### src/design/slpr_params.svh
// Constants of the solenoid limit and period register bank: frame field
// positions, register select codes, reset values and timing figures.
// Assumes inclusion by bare name from the package and the design modules.
`ifndef SLPR_PARAMS_SVH
`define SLPR_PARAMS_SVH

// ==========================================================
// Frame layout
`define SLPR_DATA_W 32
`define SLPR_ADDR_W 7
`define SLPR_RW_BIT 31
`define SLPR_SEL_HI 30
`define SLPR_SEL_LO 27
`define SLPR_CH_HI 25
`define SLPR_CH_LO 24
`define SLPR_HIGH_HI 23
`define SLPR_HIGH_LO 12
`define SLPR_LOW_HI 11
`define SLPR_LOW_LO 0
`define SLPR_EXP_HI 22
`define SLPR_EXP_LO 20
`define SLPR_PER_HI 11
`define SLPR_PER_LO 0

// ==========================================================
// Address port layout: frame bits 30:24 travel on the address port
`define SLPR_ADDR_SEL_HI 6
`define SLPR_ADDR_SEL_LO 3
`define SLPR_ADDR_CH_HI 1
`define SLPR_ADDR_CH_LO 0

// ==========================================================
// Register select codes and channel codes
`define SLPR_SEL_CLAMP 4'h4
`define SLPR_SEL_PERIOD 4'h5
`define SLPR_CH_FIRST 2'h1
`define SLPR_CH_SECOND 2'h2

// ==========================================================
// Reset values and limits
`define SLPR_CLAMP_RST 12'h7FF
`define SLPR_EXP_RST 3'h2
`define SLPR_EXP_MAX 3'h6
`define SLPR_EXP_SAT_IN 3'h7
`define SLPR_PER_RST 12'h000
`define SLPR_LIMIT_SHIFT 5
`define SLPR_PERIOD_SHIFT 4

// ==========================================================
// Timing
`define SLPR_SYS_CLK_NS 5
`define SLPR_PERIOD_TICKS_CLK 16
`define SLPR_PRESCALE_LAST 4'hF

`endif

### src/design/slpr_pkg.sv
// Types shared by the register bank and its channel slice.
// Assumes the constants header sits beside it.
`include "slpr_params.svh"

package slpr_pkg;

    // ==========================================================
    // Register select codes carried in frame bits 30:27
    typedef enum logic [3:0] {
        SLPR_SEL_CLAMP_REG = 4'b0100,
        SLPR_SEL_PERIOD_REG = 4'b0101
    } slpr_sel_type;

    // ==========================================================
    // Channel codes carried in frame bits 25:24
    typedef enum logic [1:0] {
        SLPR_CH_NONE = 2'b00,
        SLPR_CH_FIRST_LOAD = 2'b01,
        SLPR_CH_SECOND_LOAD = 2'b10,
        SLPR_CH_BOTH = 2'b11
    } slpr_chan_type;

    typedef logic [11:0] slpr_field_type;
    typedef logic [2:0] slpr_exp_type;

endpackage

### src/design/slpr_channel.sv
// One load channel: clamp, exponent and period fields and the
// period start tick. Assumes the parent decodes frames into write strobes.
`timescale 1ns/1ps
`include "slpr_params.svh"

module slpr_channel
    import slpr_pkg::*;
(
    input wire logic clk,
    input wire logic rst,
    input wire logic wr_clamp,
    input wire logic wr_period,
    input wire logic [31:0] wdata,
    output slpr_field_type high_field,
    output slpr_field_type low_field,
    output slpr_exp_type gain_exp,
    output slpr_field_type period_field,
    output logic period_start
);

    // ==========================================================
    // Stored fields
    slpr_field_type high_r, high_nxt;
    slpr_field_type low_r, low_nxt;
    slpr_exp_type exp_r, exp_nxt;
    slpr_field_type per_r, per_nxt;
    slpr_exp_type exp_in;

    // Field update, unused frame bits simply never looked at
    always_comb begin
        exp_in = wdata[`SLPR_EXP_HI:`SLPR_EXP_LO];
        high_nxt = high_r;
        low_nxt = low_r;
        exp_nxt = exp_r;
        per_nxt = per_r;
        if (wr_clamp) begin
            high_nxt = wdata[`SLPR_HIGH_HI:`SLPR_HIGH_LO];
            low_nxt = wdata[`SLPR_LOW_HI:`SLPR_LOW_LO];
        end
        if (wr_period) begin
            // Seven is not a legal gain, so it is stored as six
            exp_nxt = (exp_in == `SLPR_EXP_SAT_IN) ? `SLPR_EXP_MAX : exp_in;
            per_nxt = wdata[`SLPR_PER_HI:`SLPR_PER_LO];
        end
    end

    // Field registers
    always_ff @(posedge clk) begin
        if (rst) begin
            high_r <= `SLPR_CLAMP_RST;
            low_r <= `SLPR_CLAMP_RST;
            exp_r <= `SLPR_EXP_RST;
            per_r <= `SLPR_PER_RST;
        end else begin
            high_r <= high_nxt;
            low_r <= low_nxt;
            exp_r <= exp_nxt;
            per_r <= per_nxt;
        end
    end

    // ==========================================================
    // Period tick: one count of the field is sixteen clocks
    logic [3:0] pre_r, pre_nxt;
    slpr_field_type cnt_r, cnt_nxt;
    logic start_r, start_nxt;

    // A period write restarts the cycle so the new length takes hold cleanly
    always_comb begin
        pre_nxt = pre_r + 4'h1;
        cnt_nxt = cnt_r;
        start_nxt = 1'b0;
        if (wr_period || per_r == 12'h000) begin
            pre_nxt = 4'h0;
            cnt_nxt = 12'h000;
        end else if (pre_r == `SLPR_PRESCALE_LAST) begin
            if (cnt_r == per_r - 12'h001) begin
                cnt_nxt = 12'h000;
                start_nxt = 1'b1;
            end else begin
                cnt_nxt = cnt_r + 12'h001;
            end
        end
    end

    // Tick registers
    always_ff @(posedge clk) begin
        if (rst) begin
            pre_r <= 4'h0;
            cnt_r <= 12'h000;
            start_r <= 1'b0;
        end else begin
            pre_r <= pre_nxt;
            cnt_r <= cnt_nxt;
            start_r <= start_nxt;
        end
    end

    assign high_field = high_r;
    assign low_field = low_r;
    assign gain_exp = exp_r;
    assign period_field = per_r;
    assign period_start = start_r;

endmodule

### src/design/slpr_regs.sv
// Register bank for the integrator clamp and modulation period settings
// of a two-channel solenoid current controller.
// Assumes a synchronous master on a plain strobe port and one 200 MHz clock.
//
// Overview of operation
// - Frame bit 31 set means write and clear means read, and read data carry 0 there.
// - Channel code 01 picks the first load channel and 10 the second one.
// - The upper clamp field in bits 23:12 gives a positive limit of 32 times its value.
// - Each channel's upper clamp field resets to 07FF hex.
// - The lower clamp field in bits 11:0 gives a negative limit of -32 times its value.
// - Each channel's lower clamp field resets to 07FF hex.
// - The exponent in bits 22:20 sets the integral gain to two to its negative.
// - A written exponent of 7 is stored and used as 6.
// - Each channel's exponent resets to 010 binary, a gain of one quarter.
// - The period field in bits 11:0 counts units of sixteen system clocks.
`timescale 1ns/1ps
`include "slpr_params.svh"

module slpr_regs
    import slpr_pkg::*;
#(
    parameter int CHANNELS = 2
) (
    input wire logic clk,
    input wire logic rst,
    input wire logic [6:0] bus_addr,
    input wire logic [31:0] bus_wdata,
    input wire logic bus_wr,
    input wire logic bus_rd,
    output logic [31:0] bus_rdata,
    output logic bus_err,
    output logic [CHANNELS-1:0][16:0] upper_limit,
    output logic [CHANNELS-1:0][17:0] lower_limit,
    output logic [CHANNELS-1:0][2:0] integral_gain_exponent,
    output logic [CHANNELS-1:0][6:0] integral_gain,
    output logic [CHANNELS-1:0][15:0] period_clocks,
    output logic [CHANNELS-1:0] period_start
);

    // ==========================================================
    // Address decode
    slpr_sel_type sel;
    logic [1:0] chan;
    logic sel_clamp;
    logic sel_period;
    logic chan_ok;
    logic [CHANNELS-1:0] chan_hit;

    // Bit 2 of the address is the unused frame bit 26
    always_comb begin
        sel = slpr_sel_type'(bus_addr[`SLPR_ADDR_SEL_HI:`SLPR_ADDR_SEL_LO]);
        chan = bus_addr[`SLPR_ADDR_CH_HI:`SLPR_ADDR_CH_LO];
        sel_clamp = (sel == SLPR_SEL_CLAMP_REG);
        sel_period = (sel == SLPR_SEL_PERIOD_REG);
        chan_hit = '0;
        chan_hit[0] = (chan == `SLPR_CH_FIRST);
        chan_hit[1] = (chan == `SLPR_CH_SECOND);
        chan_ok = |chan_hit;
    end

    // ==========================================================
    // Write strobes per channel
    logic wr_take;
    logic [CHANNELS-1:0] wr_clamp;
    logic [CHANNELS-1:0] wr_period;

    // A frame with the access bit clear is a read request, never a write
    always_comb begin
        wr_take = bus_wr && bus_wdata[`SLPR_RW_BIT];
        wr_clamp = (wr_take && sel_clamp) ? chan_hit : '0;
        wr_period = (wr_take && sel_period) ? chan_hit : '0;
    end

    // ==========================================================
    // Channel slices
    slpr_field_type high_f [CHANNELS];
    slpr_field_type low_f [CHANNELS];
    slpr_exp_type exp_f [CHANNELS];
    slpr_field_type per_f [CHANNELS];
    logic [CHANNELS-1:0] start_f;

    genvar gi;
    generate
        for (gi = 0; gi < CHANNELS; gi++) begin : g_chan
            slpr_channel u_chan (
                .clk(clk),
                .rst(rst),
                .wr_clamp(wr_clamp[gi]),
                .wr_period(wr_period[gi]),
                .wdata(bus_wdata),
                .high_field(high_f[gi]),
                .low_field(low_f[gi]),
                .gain_exp(exp_f[gi]),
                .period_field(per_f[gi]),
                .period_start(start_f[gi])
            );
        end
    endgenerate

    // ==========================================================
    // Read back
    logic [31:0] rdata_r, rdata_nxt;
    logic err_r, err_nxt;
    logic ch_idx;

    // Data stand only in the cycle after the strobe; otherwise zero
    always_comb begin
        ch_idx = chan_hit[1];
        rdata_nxt = 32'h0000_0000;
        err_nxt = 1'b0;
        if (bus_rd) begin
            if (chan_ok && sel_clamp) begin
                rdata_nxt[`SLPR_SEL_HI:`SLPR_SEL_LO] = `SLPR_SEL_CLAMP;
                rdata_nxt[`SLPR_CH_HI:`SLPR_CH_LO] = chan;
                rdata_nxt[`SLPR_HIGH_HI:`SLPR_HIGH_LO] = high_f[ch_idx];
                rdata_nxt[`SLPR_LOW_HI:`SLPR_LOW_LO] = low_f[ch_idx];
            end else if (chan_ok && sel_period) begin
                rdata_nxt[`SLPR_SEL_HI:`SLPR_SEL_LO] = `SLPR_SEL_PERIOD;
                rdata_nxt[`SLPR_CH_HI:`SLPR_CH_LO] = chan;
                rdata_nxt[`SLPR_EXP_HI:`SLPR_EXP_LO] = exp_f[ch_idx];
                rdata_nxt[`SLPR_PER_HI:`SLPR_PER_LO] = per_f[ch_idx];
            end else begin
                err_nxt = 1'b1;
            end
            rdata_nxt[`SLPR_RW_BIT] = 1'b0;
        end else if (bus_wr && !(chan_ok && (sel_clamp || sel_period))) begin
            // Unmapped writes are dropped, flagged for one cycle
            err_nxt = 1'b1;
        end
    end

    // Read data and error registers
    always_ff @(posedge clk) begin
        if (rst) begin
            rdata_r <= 32'h0000_0000;
            err_r <= 1'b0;
        end else begin
            rdata_r <= rdata_nxt;
            err_r <= err_nxt;
        end
    end

    // ==========================================================
    // Effective values for the regulation datapath
    logic [CHANNELS-1:0][16:0] up_r, up_nxt;
    logic [CHANNELS-1:0][17:0] lo_r, lo_nxt;
    logic [CHANNELS-1:0][2:0] ex_r, ex_nxt;
    logic [CHANNELS-1:0][6:0] ki_r, ki_nxt;
    logic [CHANNELS-1:0][15:0] pc_r, pc_nxt;
    logic [CHANNELS-1:0] ps_r, ps_nxt;

    // Registered once more so every output leaves from a flip-flop
    always_comb begin
        for (int i = 0; i < CHANNELS; i++) begin
            up_nxt[i] = {high_f[i], 5'h00};
            lo_nxt[i] = 18'h00000 - {1'b0, low_f[i], 5'h00};
            ex_nxt[i] = exp_f[i];
            // Gain as a fraction of 64: 2^-e scaled, e never above six
            ki_nxt[i] = 7'h40 >> exp_f[i];
            pc_nxt[i] = {per_f[i], 4'h0};
            ps_nxt[i] = start_f[i];
        end
    end

    // Effective value registers
    always_ff @(posedge clk) begin
        if (rst) begin
            up_r <= '0;
            lo_r <= '0;
            ex_r <= '0;
            ki_r <= '0;
            pc_r <= '0;
            ps_r <= '0;
        end else begin
            up_r <= up_nxt;
            lo_r <= lo_nxt;
            ex_r <= ex_nxt;
            ki_r <= ki_nxt;
            pc_r <= pc_nxt;
            ps_r <= ps_nxt;
        end
    end

    assign bus_rdata = rdata_r;
    assign bus_err = err_r;
    assign upper_limit = up_r;
    assign lower_limit = lo_r;
    assign integral_gain_exponent = ex_r;
    assign integral_gain = ki_r;
    assign period_clocks = pc_r;
    assign period_start = ps_r;

endmodule

### config.mk
export PLATFORM = sky130hd
export DESIGN_NAME = slpr_regs
export DESIGN_NICKNAME = d
export VERILOG_FILES = /design/src/design/slpr_pkg.sv /design/src/design/slpr_channel.sv /design/src/design/slpr_regs.sv
export VERILOG_INCLUDE_DIRS = /design/src /design/src/design
export SDC_FILE = /design/constraint.sdc
export NUM_CORES = 1
export LEC_CHECK = 0
export ABC_AREA = 0
export ABC_CLOCK_PERIOD_IN_PS = 5000
export BUFFER_PORTS_ARGS = -buffer_cell sky130_fd_sc_hd__buf_2
export CORE_UTILIZATION = 50
export DETAILED_ROUTE_END_ITERATION = 6
export MAX_ROUTING_LAYER = met4
export PLACE_DENSITY = 0.78
export SYNTH_ARGS = -nofsm -noshare
export SYNTH_HDL_FRONTEND = slang
export SYNTH_SLANG_ARGS = --single-unit
### constraint.sdc
create_clock -name clk -period 5 [get_ports clk]
set_input_delay 0.5 -clock clk [delete_from_list [all_inputs] [get_ports clk]]
set_output_delay 0.5 -clock clk [all_outputs]
set_load 0.01 [all_outputs]
# Yosys cells after proc, flatten, opt, wreduce, memory -nomap -nowiden
# Cells that the tools add are included.
# classes
addsub	8
magnitude_cmp	1
n_eq_ne	9
shift	2
n_mux	31
n_bitwise	5
reduce_logical	21
# op_table
operator	n
$mux 12	13
$sub 1x17->18 const A	2
$add 12x1->12 const B	2
$eq 12x12->1	2
$logic_not 12->1	2
$mux 3	8
$sub 12x1->12 const B	2
$shr 7x3->7 const A	2
$reduce_or 3->1	4
$add 4x1->4 const B	2
$eq 4x3->1 const B	2
$eq 4x4->1 const B	2
$mux 2	4
$reduce_or 2->1	4
$logic_and 1x1->1	7
$mux 1	6
$not 1->1	4
$eq 3x3->1 const B	1
$logic_or 1x1->1	3
$eq 2x1->1 const B	1
$eq 2x2->1 const B	1
$ge 2x2->1 const B	1
$not 1->2	1
$logic_not 1->1	1
# word_totals
ff_bits	269
output_inout_bits	157
wordCells	112

# Depth between registers and ports, before layout
# Gate-level depths: netlist of run 1.
# logic_depth
depth_word	7
depth_mapped	9
mapped_depth_nobuf	9

# Modules after synthesis
# From an unflattened synthesis of run 1, not the netlist that was laid out.
# hier_totals
hier_cells	954
area_unflattened_um2	9626.7
# by_module_without_submodules
mod	instances	cells_each	area_per_inst_um2
slpr_channel	2	269	2538.7
slpr_regs	1	416	4549.4

# Worst setup path after synthesis of run 1
# Ideal clock, no wire load.
# synth_path
kind	input to register
startpoint	input bus_addr[0]
endpoint	register rdata_r[7], in the netlist bus_rdata[7]
setup_ps	115
t_arrival_ps	2459
setup_slack_ps	2426
stages	8
path_cell_list	inv_1 ha_1 nor2_1 nor2b_1 clkbuf_1 buf_2 mux4_2 and2_1
# synth_via
elab_chain_len	7
# synth_rtl
element	line	text
start, declared	slpr_regs.sv:26	input wire logic [6:0] bus_addr,
$eq 2x2->1 (no source line)	n/a	
$not 1->2 (implied by the code)	slpr_regs.sv:116, slpr_regs.sv:121	
$mux 12 (implied by the code) (3 in a row)	slpr_regs.sv:121	rdata_nxt[`SLPR_PER_HI:`SLPR_PER_LO] = per_f[ch_idx];
$mux 12	slpr_regs.sv:117	end else if (chan_ok && sel_period) begin
$mux 12 (*)	slpr_regs.sv:112	if (chan_ok && sel_clamp) begin
end signal, assigned	slpr_regs.sv:138	rdata_r <= rdata_nxt;
end, declared	slpr_regs.sv:102	logic [31:0] rdata_r, rdata_nxt;
# Every way passes the cells marked *; elsewhere a longest branch is shown, timed or not. The select of a mux whose other input is x is not followed.
# A chain may end at the register's enable or synchronous reset.

# Worst setup path after layout of run 1
# layout_path
startpoint	register g_chan[0].u_chan.per_r[0]
endpoint	register g_chan[0].u_chan.cnt_r[6]
# layout_via
elab_chain_len	3
# layout_rtl
element	line	text
start, declared	slpr_channel.sv:26	slpr_field_type per_r, per_nxt;
start signal, assigned	slpr_channel.sv:53	per_r <= `SLPR_PER_RST;
start signal, assigned	slpr_channel.sv:58	per_r <= per_nxt;
$sub 12x1->12 / $logic_not 12->1 (equally long branches)	slpr_channel.sv:77, slpr_channel.sv:73	
$eq 12x12->1 / $logic_or 1x1->1 (equally long branches)	slpr_channel.sv:77, slpr_channel.sv:73	
$mux 12 / $reduce_or 2->1 (equally long branches)	n/a	
end signal, assigned	slpr_channel.sv:94	cnt_r <= cnt_nxt;
end, declared	slpr_channel.sv:65	slpr_field_type cnt_r, cnt_nxt;
# Parallel ways exist; a longest one is shown, timed or not.

==> impl_results.md, run 1 <==
- Leak: roughly 0.0048 uW
- CTS-repair resized insts: 0
- CTS tree: yes
- Initial DRT Pass Iterations: 5
- Post-synth top flop: dfxtp_1
- MaxCap Viol Count: 0
- Initial Util: 51.72%
- Clock Skews: about 0.011 ns
- EDFF count, synth: 0
- # hold bufs at CTS: 0
- Setup bufs post-CTS: 0
- Share of cells above drive strength 1: 19.81%
- Die W: 139.5 um
- Fillers: around 1600
- Hold Path Class: in -> reg
- Syn avg cell area: between 9 and 10 um2
- RSZ-0062 raised after global routing: no
- HPWL after DPL: 15270 um
- Mapped Cells: roughly 1000
- Die height: 139.5 um
- Multi-input logic area: 4307 um2
- Most frequent cells in the layout: 237 x dfxtp_1, 186 x nand2_1, 158 x buf_2
- Seq cells post-synth: between 200 and 250
- Sequential cell area: roughly 4700 um2
- Critical Path Fanout Max: 8
- Fin. max-slew vios: 0
- Post-synth top area cell: dfxtp_1
- Drt total wl: around 22000 um
- Tcrit/Tclk final: a little over three fifths
- Tmin final: around 3.1 ns
- Cell variety after synth: 60
- Crit path kind: reg -> reg
- CP cell instances: inv_1 > ha_1 > nor3b_1 > nand3b_1 > mux2i_1 > o22ai_1 > nand3_1 > o21bai_2 > nor2_1
- RR Startpoint: g_chan[0].u_chan.period_field[0]
- TritonCTS Buffers: 24
- Clk pin slew, worst setup/hold paths: 0.06 ns
- R2r setup slk: about 1.9 ns
- Async set-or-reset flop fraction in the synthesized netlist: 0%
- CTS root buffer: clkbuf_16
- Initial antenna violation count: 4
- Total power draw: around 3800 uW
- Residual DRC: 0
- CP Capture Type: flip-flop
- First-pass GRT wire length: between 30000 and 40000 um
- P&R area growth vs syn: 16.99%
- Fin Setup TNS: 0 ns
- Worst slew margin: a little under a third
- Final setup margin: 1.863 ns
- Clk Latency, worst-skew pair: between 0.5 and 0.6 ns
- Commonest non-fill, non-tap cell in the layout: dfxtp_1
- CTS max path bufs: 3
- Vias in the first global route: between 6000 and 7000
- Synth warn: 0
- Initial DRC Count: approximately 550
- GRT Resource Usage Total: 23.64%
- Antenna viol nets, final: 0
- Worst-Margin Slew: a little over 1 ns
- Dpl ws: around 1.8 ns
- Nets: 1216
- Fmax: 318.8 MHz
- Largest net degree at the start of global routing: 97
- Worst Hold End: g_chan[0].u_chan.high_field[6]
- Worst EP required: between 5 and 6 ns
- Worst path slowest cell: nor3b_1
- Clock Sinks: roughly 240
- Crit path DAT: 3.53 ns
- Power Density: 342.0 nW/um2
- Gp weighted congestion: slightly below 0.9
- Row cnt: 49
- Core footprint: about 18000 um2
- R2R cell count: 9
- Seq/Total Area, Yosys: approximately half
- Vias/cell: between 5 and 6
- Number of port buffers: 159
- Routed len/inst: around 16 um
- Critical Path Source Type: flip-flop
- GR Overflow Total: 0
- # setup viols final: 0
- R2r endpoint: g_chan[0].u_chan.cnt_r[6]
- Hold wc startpoint: bus_wdata[18]
- Crit path largest cell delay: 0.78 ns
- Number of I/O pins: 200
- Routed vias: between 7000 and 8000
- Yosys top cell area share: between 50% and 60%
- Largest cells by area after synthesis: dfxtp_1 50%, nand2_1 7.4%, nand3b_1 3.7%, nor2_1 3.7%, nor2b_1 3.6%
- Netlist Area Pre-Place: between 9000 and 10000 um2
- Maximum level of the CTS H-tree: 1
- Worst Hold Path Cells: 3
- Status: finished, final reports clean
- Final hold violation count: 0
- Full die area: about 20000 um2
- Max VDD drop: just under 0.2 mV
-- stage by stage --
stage | cells | instance area, um2 | util (%) | hold WS (ns)
final | 1414 | 11050 | 60.51 | 0.2060
after global placement | 1366 | 10260 | 56.18 | 0.4269
after global routing | 1414 | 11050 | 60.51 | 0.2182
after detailed placement | 1366 | 10260 | 56.18 | 0.4264
after CTS | 1410 | 11040 | 60.45 | 0.1935
after floorplan | 1055 | 9565 | - | 0.4138
-- final cells by class --
class	instances	area share [%]
sequential	237	42.92
multi-input combinational	715	38.96
timing repair buffer	167	7.765
clock buffer	30	5.908
tap	229	2.592
clock inverter	14	1.154
inverter	18	0.6112
antenna	4	0.09055
-- state kept, by name, indices dropped and copies added, names as in the netlist --
| register | count |
|---|---|
| period_start | 2 |
| g_chan.u_chan.gain_exp | 6 |
| g_chan.u_chan.high_field | 24 |
| bus_err | 1 |
| period_clocks | 24 |
| bus_rdata | 28 |
| g_chan.u_chan.low_field | 24 |
| g_chan.u_chan.cnt_r | 24 |
| lower_limit | 26 |
| integral_gain | 14 |
| g_chan.u_chan.period_start | 2 |
| integral_gain_exponent | 6 |
| g_chan.u_chan.pre_r | 8 |
| upper_limit | 24 |
| g_chan.u_chan.period_field | 24 |
-- logic make-up after synthesis --
| family | share of synthesized area, % |
|---|---|
| xor+xnor | 5.747 |
| simple gates | 26.58 |
| other cells | 0.03969 |
| buf+inv | 5.522 |
| fa+ha+maj | 1.324 |
| compound gates | 5.694 |
| flops | 50.21 |
| mux | 4.886 |
-- worst max-delay path by stage --
stage / from / to
6_report: g_chan[0].u_chan.period_field[0] / g_chan[0].u_chan.cnt_r[6]
5_1_grt: g_chan[0].u_chan.period_field[0] / g_chan[0].u_chan.cnt_r[4]
4_1_cts: g_chan[0].u_chan.period_field[0] / g_chan[0].u_chan.cnt_r[6]
3_5_place_dp: bus_addr[0] / bus_rdata[20]
3_3_place_gp: bus_addr[0] / bus_rdata[20]
2_1_floorplan: bus_addr[0] / bus_rdata[7]
-- routing by layer --
metal | up-vias | global-route usage (%) | routed length [um]
met2 | 312 | 37.74 | 10260
met5 | - | - | 0
met3 | 36 | 3.820 | 1745
li1 | 3619 | - | -
met4 | 0 | 7.602 | 499
met1 | 3406 | 30.61 | 9839
-- cells in the mapped netlist (3+ instances only) --
cell type	count
and2_1	16
nor2b_1	54
xor2_1	35
dfxtp_1	237
a21oi_1	43
a211o_1	4
a31oi_1	6
nand3b_1	47
mux4_2	14
buf_4	33
nor4_1	11
nor2_1	94
nand4_1	6
o211ai_1	3
nand2b_1	11
inv_1	18
mux2i_1	12
xnor2_1	27
ha_1	10
nor3_1	26
and3_1	11
o21ai_0	5
clkbuf_1	46
nand3_1	16
buf_2	3
or4_1	3
nand2_1	186
nor3b_1	8
-- critical path, delay by kind of cell, from the launching register on --
family,cells,cell delay [ns]
fa+ha+maj,1,0.25
flops,1,0.39
simple gates,4,1.39
compound gates,2,0.67
buf+inv,1,0.13
mux,1,0.16
-- where the power goes --
group,internal [uW],switching (uW)
registers,1910,7.64
clock network,992,746
logic,46.5,81.6
Note: power is estimated with default switching activity, not from simulation.
==> inputs of run 2 (changes only) <==
--- a/config.mk
+++ b/config.mk
@@ -7,7 +7,7 @@
 export NUM_CORES = 1
 export LEC_CHECK = 0
 export ABC_AREA = 0
-export ABC_CLOCK_PERIOD_IN_PS = 5000
+export ABC_CLOCK_PERIOD_IN_PS = 3200
 export BUFFER_PORTS_ARGS = -buffer_cell sky130_fd_sc_hd__buf_2
 export CORE_UTILIZATION = 50
 export DETAILED_ROUTE_END_ITERATION = 6
==> constraint.sdc (replaced) <==
create_clock -name clk -period 3.2 [get_ports clk]
set_input_delay 0.32 -clock clk [delete_from_list [all_inputs] [get_ports clk]]
set_output_delay 0.32 -clock clk [all_outputs]
set_load 0.01 [all_outputs]
==> impl_results.md, run 2 (synthesized netlist as in run 1, its figures left out) <==
- # hold bufs at CTS: 0
- First-pass GRT wire length: approximately 35000 um
- Worst Path Buf+Inv: 1
- Sequential cell area: about 4700 um2
- TritonCTS Buffers: 23
- Worst Hold Path Cells: 3
- Most frequent cells in the layout: 237 x dfxtp_1, 186 x nand2_1, 158 x buf_2
- GRT Resource Usage Total: between 20 and 25%
- Largest net degree at the start of global routing: 133
- Drt total wl: 21780 um
- Critical Path Fanout Max: 8
- Max VDD drop: about 0.38 mV
- Flop pwr share: between 40% and 50%
- Row cnt: 49
- P&R area growth vs syn: 17.99%
- Fmax: approximately 370 MHz
- Design Area, Final: ~11000 um2
- Commonest non-fill, non-tap cell in the layout: dfxtp_1
- Initial Util: 51.72%
- Clk Latency, worst-skew pair: 0.51 ns
- Power Density: ~540 nW/um2
- CP Depth: 9
- Worst slew margin: around half
- Final hold violation count: 0
- Combinational Power Share: 3.3%
- Status: finished, final reports clean
- Fin Setup TNS: 0 ns
- Largest register FFs: 28
- # setup viols final: 0
- Crit path kind: reg -> reg
- Number of port buffers: around 160
- Residual DRC: 0
- Tcrit/Tclk final: 83.45%
- GR Overflow Total: 0
- Post-Route Utilization: between 60% and 70%
- Placed insts: approximately 1400
- Share of cells above drive strength 1: between 20 and 25%
- Worst-Margin Slew: between 0.7 and 0.8 ns
- Vias in the first global route: between 6000 and 7000
- Initial antenna violation count: 2
- Antenna viol nets, final: 0
- Fillers: roughly 1500
- Initial DRT Pass Iterations: 5
- Routed vias: roughly 7300
- Worst path slowest cell: or4b_1
- HPWL after DPL: roughly 15000 um
- Clock Sinks: 237
- Critical Path Source Type: flip-flop
- R2R cell count: 9
- CTS tree: yes
- Area after DPL: 10320 um2
- CP Capture Type: flip-flop
- Crit path DAT: 3.07 ns
- Largest delay share family, worst path: simple AND/OR/NAND/NOR gates
- Setup bufs post-CTS: 0
- Worst EP required: between 3 and 4 ns
- Tmin final: ~2.7 ns
- Full die area: approximately 19000 um2
- Gp weighted congestion: ~0.86
- Initial DRC Count: between 600 and 700
- Leak: 0.004830 uW
- Die W: about 140 um
- Die height: between 100 and 150 um
- Hold Path Class: in -> reg
- CTS max path bufs: 3
- CP cell instances: inv_1 > ha_1 > or4b_1 > nor3_4 > xnor2_1 > a2111oi_4 > nand4_4 > o21bai_4 > nor2_1
- Vias/cell: a little over 5
- Core footprint: 18270 um2
- Switch Pwr: 1224 uW
- Maximum level of the CTS H-tree: 1
- Number of I/O pins: 200
- CTS root buffer: clkbuf_16
- CTS-repair resized insts: 0
- Int Pwr: slightly below 5000 uW
- Crit path largest cell delay: approximately 0.52 ns
- Clock Skews: ~0.0075 ns
- Clk pin slew, worst setup/hold paths: 0.06 ns
- MaxCap Viol Count: 0
- Net Sw Frac: roughly a fifth
- Fin. max-slew vios: 0
- RSZ-0062 raised after global routing: no
- Final std cells w/o fill: 1417
- Multi-input logic area: roughly 4300 um2
- Nets: 1221
- Routed len/inst: between 15 and 20 um
- Clock group share of total power: a little under half
run 2: path summary, 6_finish.rpt:
kind,startpoint,to,slack (ns)
worst max register to register,g_chan[1].u_chan.period_field[0],g_chan[1].u_chan.cnt_r[8],0.53
worst max-delay path,g_chan[1].u_chan.period_field[0],g_chan[1].u_chan.cnt_r[8],0.53
worst min register to register,g_chan[0].u_chan.pre_r[0],g_chan[0].u_chan.pre_r[0],0.45
worst min-delay path,bus_wdata[19],g_chan[0].u_chan.high_field[7],0.04
run 2: cell type report:
class / count / share of cell area, %
inverters: 18 / 0.6060
clock inverters: 9 / 1.335
well taps: 229 / 2.570
flip-flops and latches: 237 / 42.55
repair buffers: 173 / 8.215
multi-input cells: 715 / 38.63
diodes: 4 / 0.08978
clock buffers: 32 / 6.004
run 2: tightest hold or removal path: cells and delay by family:
family / cells / cell delay [ns]
and+or+nand+nor: 2 / 0.10
buffers and inverters: 1 / 0.09
run 2: layer usage:
layer  track usage, %  wire [um]  part of all wire [%]
met5                -          0                     0
met1            30.62       9858                    45
met3            4.233       1658                   7.6
met2            35.70       9805                    45
met4            7.076        459                   2.1
run 2: power groups by stage:
stage / clock (uW) / combinational (uW) / sequential, uW
floorplan: 0 / 133 / 3070
global placement: 0 / 198 / 3060
detailed placement: 0 / 200 / 3060
CTS: 2910 / 201 / 2990
global route: 3050 / 219 / 2990
finish: 2870 / 201 / 2990
run 2: through the flow:
step	hold WS, ns	total power [uW]	setup slack (ns)
after floorplan	0.4138	3201	0.8019
after global placement	0.4222	3255	0.5554
after detailed placement	0.4302	3256	0.5169
after CTS	0.02874	6102	0.4905
after global routing	0.04912	6259	0.3093
final	0.04201	6058	0.5295
==> inputs of run 3 (changes only) <==
--- a/config.mk
+++ b/config.mk
@@ -7,12 +7,12 @@
 export NUM_CORES = 1
 export LEC_CHECK = 0
 export ABC_AREA = 0
-export ABC_CLOCK_PERIOD_IN_PS = 3200
+export ABC_CLOCK_PERIOD_IN_PS = 2350
 export BUFFER_PORTS_ARGS = -buffer_cell sky130_fd_sc_hd__buf_2
-export CORE_UTILIZATION = 50
+export CORE_UTILIZATION = 49
 export DETAILED_ROUTE_END_ITERATION = 6
 export MAX_ROUTING_LAYER = met4
-export PLACE_DENSITY = 0.78
+export PLACE_DENSITY = 0.8
 export SYNTH_ARGS = -nofsm -noshare
 export SYNTH_HDL_FRONTEND = slang
 export SYNTH_SLANG_ARGS = --single-unit
==> constraint.sdc (replaced) <==
create_clock -name clk -period 2.35 [get_ports clk]
set_input_delay 0.235 -clock clk [delete_from_list [all_inputs] [get_ports clk]]
set_output_delay 0.235 -clock clk [all_outputs]
set_load 0.01 [all_outputs]
==> impl_results.md, run 3 (synthesized netlist as in run 1, its figures left out) <==
- Crit path kind: reg -> reg
- Maximum level of the CTS H-tree: 1
- Initial DRT Pass Iterations: 7
- Drt total wl: 24060 um
- CTS max path bufs: 3
- Placed insts: roughly 1400
- Commonest non-fill, non-tap cell in the layout: dfxtp_1
- Largest net degree at the start of global routing: approximately 110
- TritonCTS Buffers: 24
- Number of port buffers: roughly 160
- Clock group share of total power: 50.1%
- Critical Path Source Type: flip-flop
- First-pass GRT wire length: around 38000 um
- Int Pwr: roughly 7000 uW
- Residual DRC: 8
- Core footprint: ~19000 um2
- Max VDD drop: about 0.53 mV
- Leak: ~0.0052 uW
- Switch Pwr: 1834 uW
- RSZ-0062 raised after global routing: no
- Hold Path Class: in -> reg
- Routed len/inst: around 16 um
- Flop pwr share: between 40% and 50%
- Initial DRC Count: 657
- GRT Resource Usage Total: between 20% and 30%
- Initial Util: about half
- Clk Latency, worst-skew pair: 0.52 ns
- Status: finished with violations
- Gp weighted congestion: 0.8687
- Tcrit/Tclk final: a little over nine tenths
- Final std cells w/o fill: 1508
- Vias/cell: between 5 and 6
- Row cnt: 50
- Critical Path Fanout Max: 6
- CP Capture Type: flip-flop
- Fin. max-slew vios: 0
- Clk pin slew, worst setup/hold paths: 0.07 ns
- Antenna viol nets, final: 0
- MaxCap Viol Count: 0
- CTS tree: yes
- Fin Setup TNS: 0 ns
- HPWL after DPL: about 16000 um
- Power Density: 739.9 nW/um2
- Vias in the first global route: ~7500
- Initial antenna violation count: 0
- Nets: between 1000 and 1500
- Worst-Margin Slew: about 0.54 ns
- Clock Skews: 0.01547 ns
- GR Overflow Total: 0
- Number of I/O pins: 200
- CTS root buffer: clkbuf_16
- Net Sw Frac: 20.83%
- Largest register FFs: 28
- Final hold violation count: 0
- Clock Sinks: approximately 240
- Tmin final: 2.267 ns
- P&R area growth vs syn: 25.90%
- Ant diodes: 0
- Most frequent cells in the layout: 235 x dfxtp_1, 186 x nand2_1, 158 x buf_2
- # setup viols final: 0
- Worst slew margin: a little under two thirds
- Die W: 140.9 um
- Fmax: around 440 MHz
- Die height: between 100 and 150 um
- Share of cells above drive strength 1: a little under a quarter
- Combinational Power Share: about 3.7%
- Failing checks: DRC
- Crit path DAT: between 2 and 3 ns
- Worst EP required: 2.75 ns
- Full die area: 19840 um2
- Routed vias: slightly below 8000
## run 3: changes by cell type in the layout (fill, tap and decap cells not counted), sizes merged
cell,before,now
bufinv,4,6
clkbuf,32,31
buf,173,211
diode,4,0
dlygate4sd3,0,23
clkinvlp,0,2
## run 3: power groups by stage
| stage | registers, uW | logic (uW) | clock network [uW] |
|---|---|---|---|
| 6_report | 4070 | 325 | 4410 |
| 2_1_floorplan | 4180 | 181 | 0 |
| 4_1_cts | 4070 | 320 | 4440 |
| 5_1_grt | 4070 | 348 | 4630 |
| 3_5_place_dp | 4160 | 287 | 0 |
| 3_3_place_gp | 4160 | 283 | 0 |
## run 3: critical path: stages, from the launching register on
cell and delay (ns):
dfxtp_2 0.33, buf_4 0.16, nor3_1 0.30, o211ai_1 0.13, a221o_1 0.31, a2111oi_4 0.38
nand4_4 0.19, buf_4 0.19, nand3_1 0.08, a21oi_1 0.08
## run 3: cell type report
cell class | instances | area [um2]
multi-input combinational | 715 | 4359
tap | 260 | 325.3
sequential | 237 | 4747
inverter | 18 | 67.56
fill | 1479 | 6934
clock buffer | 31 | 698.2
timing repair buffer | 234 | 1456
clock inverter | 13 | 242.7
## run 3: metal layers
metal  global-route usage [%]  wire, um
met5                        -         0
met4                    9.439       677
met3                    3.940      1790
met2                    40.06     11440
met1                    31.29     10160
## run 3: path summary, 6_finish.rpt
| check | start | end | slack, ns | cells past startpoint |
|---|---|---|---|---|
| min | bus_wr | bus_err | 0.02 | 3 |
| min reg2reg | g_chan[0].u_chan.period_start | period_start[0] | 0.44 | 1 |
| max | g_chan[1].u_chan.period_field[0] | g_chan[1].u_chan.cnt_r[1] | 0.08 | 9 |
| max reg2reg | g_chan[1].u_chan.period_field[0] | g_chan[1].u_chan.cnt_r[1] | 0.08 | 9 |
## run 3: repair_timing
action / CTS / global route
hold buffers: 23 / 0
buffers inserted: 0 / 1
pin swaps: 1 / 3
endpoints found under the setup margin: 3 / 25
endpoints found under the hold margin: 53 / 0
gates resized for setup: 0 / 9
## run 3: stage by stage
step	hold slack (ns)	power [uW]	cell area, um2	util, %	worst slack (ns)
2_1_floorplan	0.3528	4359	9582	-	0.03186
3_3_place_gp	0.4273	4443	10680	56.71	0.02678
3_5_place_dp	0.4283	4448	10680	56.71	0.01512
4_1_cts	0.001569	8835	11850	62.93	0.007661
5_1_grt	0.01814	9048	11900	63.18	0.006775
6_report	0.01945	8802	11900	63.18	0.08316
